[src/verilog/obl_regs.svh]
// Offsets, field positions and reset values of the option byte loader
`ifndef OBL_REGS_SVH
`define OBL_REGS_SVH

// ****************************************************************
// Flash locations of the option bytes
// ****************************************************************
`define OBL_USER_BYTE_ADDR    16'h0000
`define OBL_SPARE_BYTE_ADDR   16'h0001
`define OBL_ERASED_BYTE       8'hff

// ****************************************************************
// Option byte field positions
// ****************************************************************
`define OBL_BIT_WDT_RESETS    7
`define OBL_BIT_WDT_BY_INSTR  6
`define OBL_BIT_OSC_HI        5
`define OBL_BIT_OSC_LO        4
`define OBL_BIT_BO_ALWAYS     3
`define OBL_BIT_CODE_READ     2
`define OBL_BIT_RESERVED      1
`define OBL_BIT_FLASH_WRITE   0

// ****************************************************************
// Loader control port map
// ****************************************************************
`define OBL_CTRL_ADDR         4'h0
`define OBL_STATUS_ADDR       4'h1
`define OBL_CTRL_SW_RESET     0
`define OBL_STAT_VALID        0
`define OBL_STAT_RSVD_BAD     1
`define OBL_STAT_WDT_RUN      2
`define OBL_STAT_LOADS_LO     4
`define OBL_READ_NONE         8'h00

`endif

[src/verilog/obl_pkg.sv]
// Types shared by the option byte loader modules
package obl_pkg;

   // Bit order matches the user option byte in flash
   typedef struct packed {
      logic       watchdog_timeout_resets;
      logic       watchdog_start_by_instruction;
      logic [1:0] oscillator_drive_select;
      logic       brownout_always_active;
      logic       code_readable;
      logic       reserved_one;
      logic       flash_writes_allowed;
   } obl_opt_t;

   typedef struct packed {
      logic       user_prog;
      logic       page_erase;
      logic       mass_erase;
   } obl_flash_op_t;

   typedef enum logic [2:0] {
      OBL_F_IDLE,
      OBL_F_REQ_USER,
      OBL_F_WAIT_USER,
      OBL_F_REQ_SPARE,
      OBL_F_WAIT_SPARE
   } obl_fetch_state_t;

endpackage

[src/verilog/obl_fetch.sv]
// Flash reader that fetches both option bytes after each reset
`include "obl_regs.svh"
module obl_fetch
   import obl_pkg::*;
(
   input  wire logic        sys_clk,
   input  wire logic        rst,
   input  wire logic        start,
   output logic             done,
   output logic [7:0]       user_byte,
   output logic [7:0]       spare_byte,
   output logic             flash_rd_req,
   output logic [15:0]      flash_addr,
   input  wire logic [7:0]  flash_rdata,
   input  wire logic        flash_rd_valid
);

   obl_fetch_state_t state_q, state_d;
   logic [7:0]       user_q, user_d;
   logic [7:0]       spare_q, spare_d;
   logic             done_q, done_d;

   always_comb
   begin
      state_d = state_q;
      user_d  = user_q;
      spare_d = spare_q;
      done_d  = 1'b0;
      unique case (state_q)
         OBL_F_IDLE:       ;
         OBL_F_REQ_USER:   state_d = OBL_F_WAIT_USER;
         OBL_F_WAIT_USER:
            if (flash_rd_valid)
            begin
               user_d  = flash_rdata;
               state_d = OBL_F_REQ_SPARE;
            end
         OBL_F_REQ_SPARE:  state_d = OBL_F_WAIT_SPARE;
         OBL_F_WAIT_SPARE:
            if (flash_rd_valid)
            begin
               spare_d = flash_rdata;
               done_d  = 1'b1;
               state_d = OBL_F_IDLE;
            end
      endcase
      // A new reset abandons a fetch in flight and starts over
      if (start)
      begin
         state_d = OBL_F_REQ_USER;
         done_d  = 1'b0;
      end
   end

   always_ff @(posedge sys_clk or posedge rst)
   begin
      if (rst)
      begin
         state_q <= OBL_F_IDLE;
         user_q  <= `OBL_ERASED_BYTE;
         spare_q <= `OBL_ERASED_BYTE;
         done_q  <= 1'b0;
      end
      else
      begin
         state_q <= state_d;
         user_q  <= user_d;
         spare_q <= spare_d;
         done_q  <= done_d;
      end
   end

   assign done         = done_q;
   assign user_byte    = user_q;
   assign spare_byte   = spare_q;
   assign flash_rd_req = (state_q == OBL_F_REQ_USER) || (state_q == OBL_F_REQ_SPARE);
   assign flash_addr   = (state_q == OBL_F_REQ_SPARE || state_q == OBL_F_WAIT_SPARE) ?
                         `OBL_SPARE_BYTE_ADDR : `OBL_USER_BYTE_ADDR;

endmodule // obl_fetch

[src/verilog/option_byte_loader.sv]
// Option byte loader: reset-time capture of the user option byte and its decoded controls
//
// Contract
// - Every reset kind fetches and latches option byte
// - Processor held in reset until load finishes
// - Option latches invisible to software
// - Flash changes act only after next reset
// - Byte 0000H configures; 0001H reserved, unused
// - Bit 7: interrupt or short reset on time-out
// - Bit 6: watchdog free-running or instruction-started
// - Bits 5:4 select oscillator drive mode
// - Bit 3: brownout kept on in stop
// - Bit 2: code readable, full debugger access
// - Bit 0: user flash writes allowed
`include "obl_regs.svh"
module option_byte_loader
   import obl_pkg::*;
(
   input  wire logic          sys_clk,
   input  wire logic          rst,
   // Reset sources
   input  wire logic          system_reset_req,
   input  wire logic          pin_reset,
   input  wire logic          stop_mode_recovery,
   output logic               cpu_reset_hold,
   // Flash read port
   output logic               flash_rd_req,
   output logic [15:0]        flash_addr,
   input  wire logic [7:0]    flash_rdata,
   input  wire logic          flash_rd_valid,
   // Watchdog
   input  wire logic          watchdog_timeout,
   input  wire logic          watchdog_instr,
   input  wire logic          watchdog_stop_powerdown,
   input  wire logic          stop_mode,
   output logic               watchdog_irq_req,
   output logic               watchdog_short_reset,
   output logic               watchdog_run,
   // Oscillator and brownout
   output logic [1:0]         oscillator_drive_select,
   output logic               brownout_enable,
   // Read protection
   output logic               code_readable,
   output logic               debugger_full_access,
   // Flash write protection
   input  obl_flash_op_t      user_flash_req,
   input  wire logic          debugger_mass_erase_req,
   output obl_flash_op_t      user_flash_grant,
   output logic               debugger_mass_erase_grant,
   // Loader control port
   input  wire logic [3:0]    reg_addr,
   input  wire logic [7:0]    reg_wdata,
   input  wire logic          reg_wr,
   input  wire logic          reg_rd,
   output logic [7:0]         reg_rdata
);

   // ****************************************************************
   // Reset sequencing
   // ****************************************************************
   logic       sw_reset_req;
   logic       reset_event;
   logic       power_start_q, power_start_d;
   logic       loading_q, loading_d;
   logic       fetch_start;
   logic       fetch_done;
   logic [7:0] fetched_user;
   logic [7:0] fetched_spare;

   // Watchdog short reset loops back as a reset of its own
   assign reset_event = system_reset_req | pin_reset | stop_mode_recovery
                      | watchdog_short_reset | sw_reset_req;
   assign fetch_start = power_start_q | reset_event;

   always_comb
   begin
      power_start_d = 1'b0;
      loading_d     = loading_q;
      if (fetch_done)
         loading_d = 1'b0;
      // A reset in the finishing cycle restarts the load
      if (fetch_start)
         loading_d = 1'b1;
   end

   always_ff @(posedge sys_clk or posedge rst)
   begin
      if (rst)
      begin
         power_start_q <= 1'b1;
         loading_q     <= 1'b1;
      end
      else
      begin
         power_start_q <= power_start_d;
         loading_q     <= loading_d;
      end
   end

   assign cpu_reset_hold = loading_q;

   obl_fetch u_fetch (
      .sys_clk        (sys_clk),
      .rst            (rst),
      .start          (fetch_start),
      .done           (fetch_done),
      .user_byte      (fetched_user),
      .spare_byte     (fetched_spare),
      .flash_rd_req   (flash_rd_req),
      .flash_addr     (flash_addr),
      .flash_rdata    (flash_rdata),
      .flash_rd_valid (flash_rd_valid)
   );

   // ****************************************************************
   // Option configuration latches
   // ****************************************************************
   obl_opt_t   opt_q, opt_d;
   logic       rsvd_bad_q, rsvd_bad_d;
   logic [3:0] loads_q, loads_d;
   logic       rsvd_clear;

   always_comb
   begin
      opt_d      = opt_q;
      rsvd_bad_d = rsvd_bad_q;
      loads_d    = loads_q;
      // Only a finished fetch updates them; flash edits wait for reset
      if (fetch_done && !fetch_start)
      begin
         opt_d = obl_opt_t'(fetched_user);
         if (loads_q != 4'hf)
            loads_d = loads_q + 4'h1;
      end
      if (rsvd_clear)
         rsvd_bad_d = 1'b0;
      // Spare byte is only checked, never used as configuration
      if (fetch_done && !fetch_start &&
          (!fetched_user[`OBL_BIT_RESERVED] || fetched_spare != `OBL_ERASED_BYTE))
         rsvd_bad_d = 1'b1;
   end

   always_ff @(posedge sys_clk or posedge rst)
   begin
      if (rst)
      begin
         opt_q      <= obl_opt_t'(`OBL_ERASED_BYTE);
         rsvd_bad_q <= 1'b0;
         loads_q    <= 4'h0;
      end
      else
      begin
         opt_q      <= opt_d;
         rsvd_bad_q <= rsvd_bad_d;
         loads_q    <= loads_d;
      end
   end

   // ****************************************************************
   // Watchdog controls
   // ****************************************************************
   logic instr_run_q, instr_run_d;

   always_comb
   begin
      instr_run_d = instr_run_q;
      if (watchdog_instr)
         instr_run_d = 1'b1;
      // Only a reset or stop recovery can stop it again
      if (reset_event || loading_q)
         instr_run_d = 1'b0;
   end

   always_ff @(posedge sys_clk or posedge rst)
   begin
      if (rst)
         instr_run_q <= 1'b0;
      else
         instr_run_q <= instr_run_d;
   end

   always_comb
   begin
      if (opt_q.watchdog_start_by_instruction)
         watchdog_run = instr_run_q;
      else
         watchdog_run = !loading_q && !(stop_mode && watchdog_stop_powerdown);
   end

   // Time-out answered only once the configuration is valid
   assign watchdog_short_reset = watchdog_timeout && !loading_q &&
                                 opt_q.watchdog_timeout_resets;
   assign watchdog_irq_req     = watchdog_timeout && !loading_q &&
                                 !opt_q.watchdog_timeout_resets;

   // ****************************************************************
   // Oscillator, brownout and protection
   // ****************************************************************
   assign oscillator_drive_select = opt_q.oscillator_drive_select;
   assign brownout_enable         = opt_q.brownout_always_active || !stop_mode;
   assign code_readable           = opt_q.code_readable;
   assign debugger_full_access    = opt_q.code_readable;

   always_comb
   begin
      user_flash_grant = '0;
      if (opt_q.flash_writes_allowed && !loading_q)
      begin
         user_flash_grant.user_prog  = user_flash_req.user_prog;
         user_flash_grant.page_erase = user_flash_req.page_erase;
         user_flash_grant.mass_erase = user_flash_req.mass_erase;
      end
   end

   // Debugger mass erase survives write protection
   assign debugger_mass_erase_grant = debugger_mass_erase_req && !loading_q;

   // ****************************************************************
   // Loader control port
   // ****************************************************************
   logic [7:0] rdata_q, rdata_d;
   logic [7:0] status_word;

   assign sw_reset_req = reg_wr && reg_addr == `OBL_CTRL_ADDR && reg_wdata[`OBL_CTRL_SW_RESET];
   assign rsvd_clear   = reg_wr && reg_addr == `OBL_STATUS_ADDR && reg_wdata[`OBL_STAT_RSVD_BAD];

   always_comb
   begin
      status_word                        = `OBL_READ_NONE;
      status_word[`OBL_STAT_VALID]       = !loading_q;
      status_word[`OBL_STAT_RSVD_BAD]    = rsvd_bad_q;
      status_word[`OBL_STAT_WDT_RUN]     = watchdog_run;
      status_word[`OBL_STAT_LOADS_LO+:4] = loads_q;
   end

   // Option latches have no address here at all
   always_comb
   begin
      rdata_d = `OBL_READ_NONE;
      if (reg_rd && reg_addr == `OBL_STATUS_ADDR)
         rdata_d = status_word;
   end

   always_ff @(posedge sys_clk or posedge rst)
   begin
      if (rst)
         rdata_q <= `OBL_READ_NONE;
      else
         rdata_q <= rdata_d;
   end

   assign reg_rdata = rdata_q;

endmodule // option_byte_loader

[config.mk]
export PLATFORM = sky130hd
export DESIGN_NAME = option_byte_loader
export DESIGN_NICKNAME = d
export VERILOG_FILES = /design/src/verilog/obl_pkg.sv /design/src/verilog/obl_fetch.sv /design/src/verilog/option_byte_loader.sv
export VERILOG_INCLUDE_DIRS = /design/src /design/src/verilog
export SDC_FILE = /design/constraint.sdc
export NUM_CORES = 1
export LEC_CHECK = 0
export BUFFER_PORTS_ARGS = -buffer_cell sky130_fd_sc_hd__buf_2
export CAP_MARGIN = 10
export CORE_AREA = 2 2 73 75
export CTS_CLUSTER_SIZE = 8
export DETAILED_ROUTE_END_ITERATION = 6
export DIE_AREA = 0 0 75 77
export PLACE_DENSITY = 0.66
export SETUP_SLACK_MARGIN = 0.2
export SYNTH_ARGS = -nofsm -noshare
export SYNTH_HDL_FRONTEND = slang
export SYNTH_SLANG_ARGS = --single-unit
[constraint.sdc]
create_clock -name sys_clk -period 3.7 [get_ports sys_clk]
set_input_delay 0.555 -clock sys_clk [delete_from_list [all_inputs] [get_ports sys_clk]]
set_output_delay 0.555 -clock sys_clk [all_outputs]
set_load 0.01 [all_outputs]
==> run summary <==
Status -> complete, no violations
GRT overflow -> 0
Synth area leaders -> dfstp_2 (34%), dfrtp_1 (22%), mux2_2 (15%), buf_4 (7.4%), and2_1 (3.6%)
CP arrival -> 2.33 ns
Synth area leader -> dfstp_2
Initial Utilization -> 38.7%
Dpl hpwl -> 2520 µm
Die height -> 77 µm
GR Util met2 -> 18.2%
Worst path top cell family by delay -> simple AND/OR/NAND/NOR gates
Clock Tree Root -> clkbuf_8
Max FO, Critical Path -> 8
WL/cell -> 12.0 µm
Tcrit/Tclk final -> 57.0%
Placed cells -> 269
Number of port buffers -> 51
Relative slew slack -> 51.4%
Die width -> 75 µm
PostCTS Resize Cnt -> 0
M3 GR Usage -> 4.60%
Worst Skew -> 0.00539 ns
Remaining antenna violation count -> 0
GRT Total Usage -> 12.4%
CP cell instances -> and3b_2 > a211o_4 > nor3b_4 > mux2_2
Initial antenna violation count -> 0
FP Rows -> 26
Top_reg_cell synth -> dfstp_2
Clk sink count -> 42
Kind of end point of the critical path -> register
Final net count -> 243
Worst hold path type -> in2async
Area delta synth->final -> 20.3%
Placer Congestion -> 0.707
Min cycle time layout -> 2.11 ns
Worst setup SP type -> register
Number of buffer and inverter stages on the critical path -> 0
Die area -> 5780 µm²
Violation count after the first detailed-route iteration -> 34
Vias per Instance -> 4.34
Longest Clk Path Bufs -> 2
Detailed Routing Iterations Pass 1 -> 4
Final Hold Viols -> 0
Max-cap viol count -> 0
Worst slew pin tran -> 0.729 ns
Total power -> 871 µW
Met1 Resource Use GR -> 16.4%
Synth async-reset ratio -> 100%
Vias -> 1201
FMAX -> 474 MHz
Remaining routing DRC violations -> 0
Setup bufs post-CTS -> 0
Num CTS Buffers -> 5
Final WL -> 3330 µm
Final TNS setup -> 0 ns
Vias in the first global route -> 1136
VDD IR max -> 0.000177 V
Top Ports -> 74
Pwr dens -> 376 nW/µm²
Largest net degree at the start of global routing -> 24
Reg clk slew, reported paths -> 0.08 ns
Unrepaired setup endpoints after global routing -> no
Fraction of layout cells with a size suffix above 1 -> 58.5%
Setup Crit Path Kind -> reg2reg
#FFs+latches synth -> 42
Most frequent cell after synthesis -> mux2_2
GR peak layer -> met2
Hold_buf cts -> 0
Post-synth top area share -> 34.1%
Synth warn -> 0
Final non-filler cell total -> 277
Antenna diode count -> 0
CP max-delay cell -> dfstp_2
Syn avg cell area -> 12.8 µm²
Post-Syn Instances -> 150
H-tree levels -> 2
Netlist cell types -> 33
Core area -> 4980 µm²
Critical Path Max Stage Delay -> 0.61 ns
First-pass GRT wire length -> 5390 µm
Post-synth EDFFs -> 0
Post-synth top cells -> mux2_2 (26), dfstp_2 (25), buf_4 (19)
Clock Latency Late Sink -> 0.29 ns
Area of the mapped netlist -> 1930 µm²
Seq/Total Area, Yosys -> 56.2%
Final setup violation count -> 0
CP Data Required Time -> 3.92 ns
Final Max Tran Viols -> 0
Lkg Pwr -> 0.00115 µW
CTS tree -> yes
Finished Core Util -> 46.5%
## stage by stage
| step | cell area [µm²] | hold WS, ns | worst slack, ns |
|---|---|---|---|
| after floorplan | 1990 | 0.455 | 1.67 |
| after global placement | 2210 | 0.481 | 1.41 |
| after detailed placement | 2210 | 0.479 | 1.40 |
| after CTS | 2320 | 0.399 | 1.55 |
| after global routing | 2320 | 0.424 | 1.47 |
| final | 2320 | 0.370 | 1.59 |
## placed cells by master, fill, tap and decap left out, types with 3 or more instances in the layout
master,count
and2_1,11
nor3_1,5
conb_1,17
nor2_1,4
buf_2,51
mux2_2,26
buf_4,3
nand2_1,5
clkbuf_8,5
dfrtp_1,17
nand4_1,4
nand2b_1,5
dfstp_2,25
## state kept, by name, summed over array words and instances (netlist names)
name	flops
code_readable	1
instr_run_q	1
opt_q	4
u_fetch.state_q	3
cpu_reset_hold	1
u_fetch.user_byte	8
oscillator_drive_select	2
u_fetch.spare_byte	8
rsvd_bad_q	1
u_fetch.done	1
reg_rdata	7
loads_q	4
power_start_q	1
## logic make-up after synthesis
logic type / Yosys count / share of synthesized area, %
and+or+nand+nor: 47 / 15.4
adders and majority gates: 1 / 0.650
other: 1 / 0.195
AOI/OAI and AO/OA: 8 / 3.25
DFF: 42 / 56.2
buffers and inverters: 23 / 8.19
xor gates and xnor gates: 2 / 0.910
muxes: 26 / 15.2
## final timing paths
path / start / end / slack (ns) / cells after the start
max in group asynchronous: rst / u_fetch.user_byte[2]$_DFFE_PP1P_ / 2.50 / 3
min in group sys_clk: rsvd_bad_q$_DFFE_PP0P_ / reg_rdata[1]$_DFF_PP0_ / 0.50 / 1
setup / recovery: cpu_reset_hold$_DFFE_PP1P_ / opt_q[6]$_DFFE_PP1P_ / 1.59 / 4
setup reg to reg: cpu_reset_hold$_DFFE_PP1P_ / opt_q[6]$_DFFE_PP1P_ / 1.59 / 4
hold reg to reg: rsvd_bad_q$_DFFE_PP0P_ / reg_rdata[1]$_DFF_PP0_ / 0.50 / 1
hold / removal: rst / u_fetch.state_q[1]$_DFFE_PP0P_ / 0.37 / 2
## layer usage
metal	up-vias	routed length, µm
li1	591	-
met1	560	1520
met2	44	1500
met3	6	249
met4	0	54
met5	-	0
## power breakdown
part | internal [µW] | total, µW | switching (µW)
registers | 470 | 475 | 4.58
logic | 19.6 | 47.4 | 27.8
clock network | 198 | 349 | 150
## worst register-to-register path, cell delays in order, from the launching register on
cell     delay [ns]
dfstp_2        0.61
and3b_2        0.24
a211o_4        0.35
nor3b_4        0.45
mux2_2         0.39
## layout make-up
type                            count  area, µm²
Sequential cell                    42       1080
Multi-Input combinational cell    101        752
Clock inverter                      3       40.0
Clock buffer                        5       68.8
Fill cell                         479       2660
Tap cell                           70       87.6
Timing Repair Buffer               54        278
Inverter                            2       7.51
No activity file was read; power rests on OpenSTA's default activity.
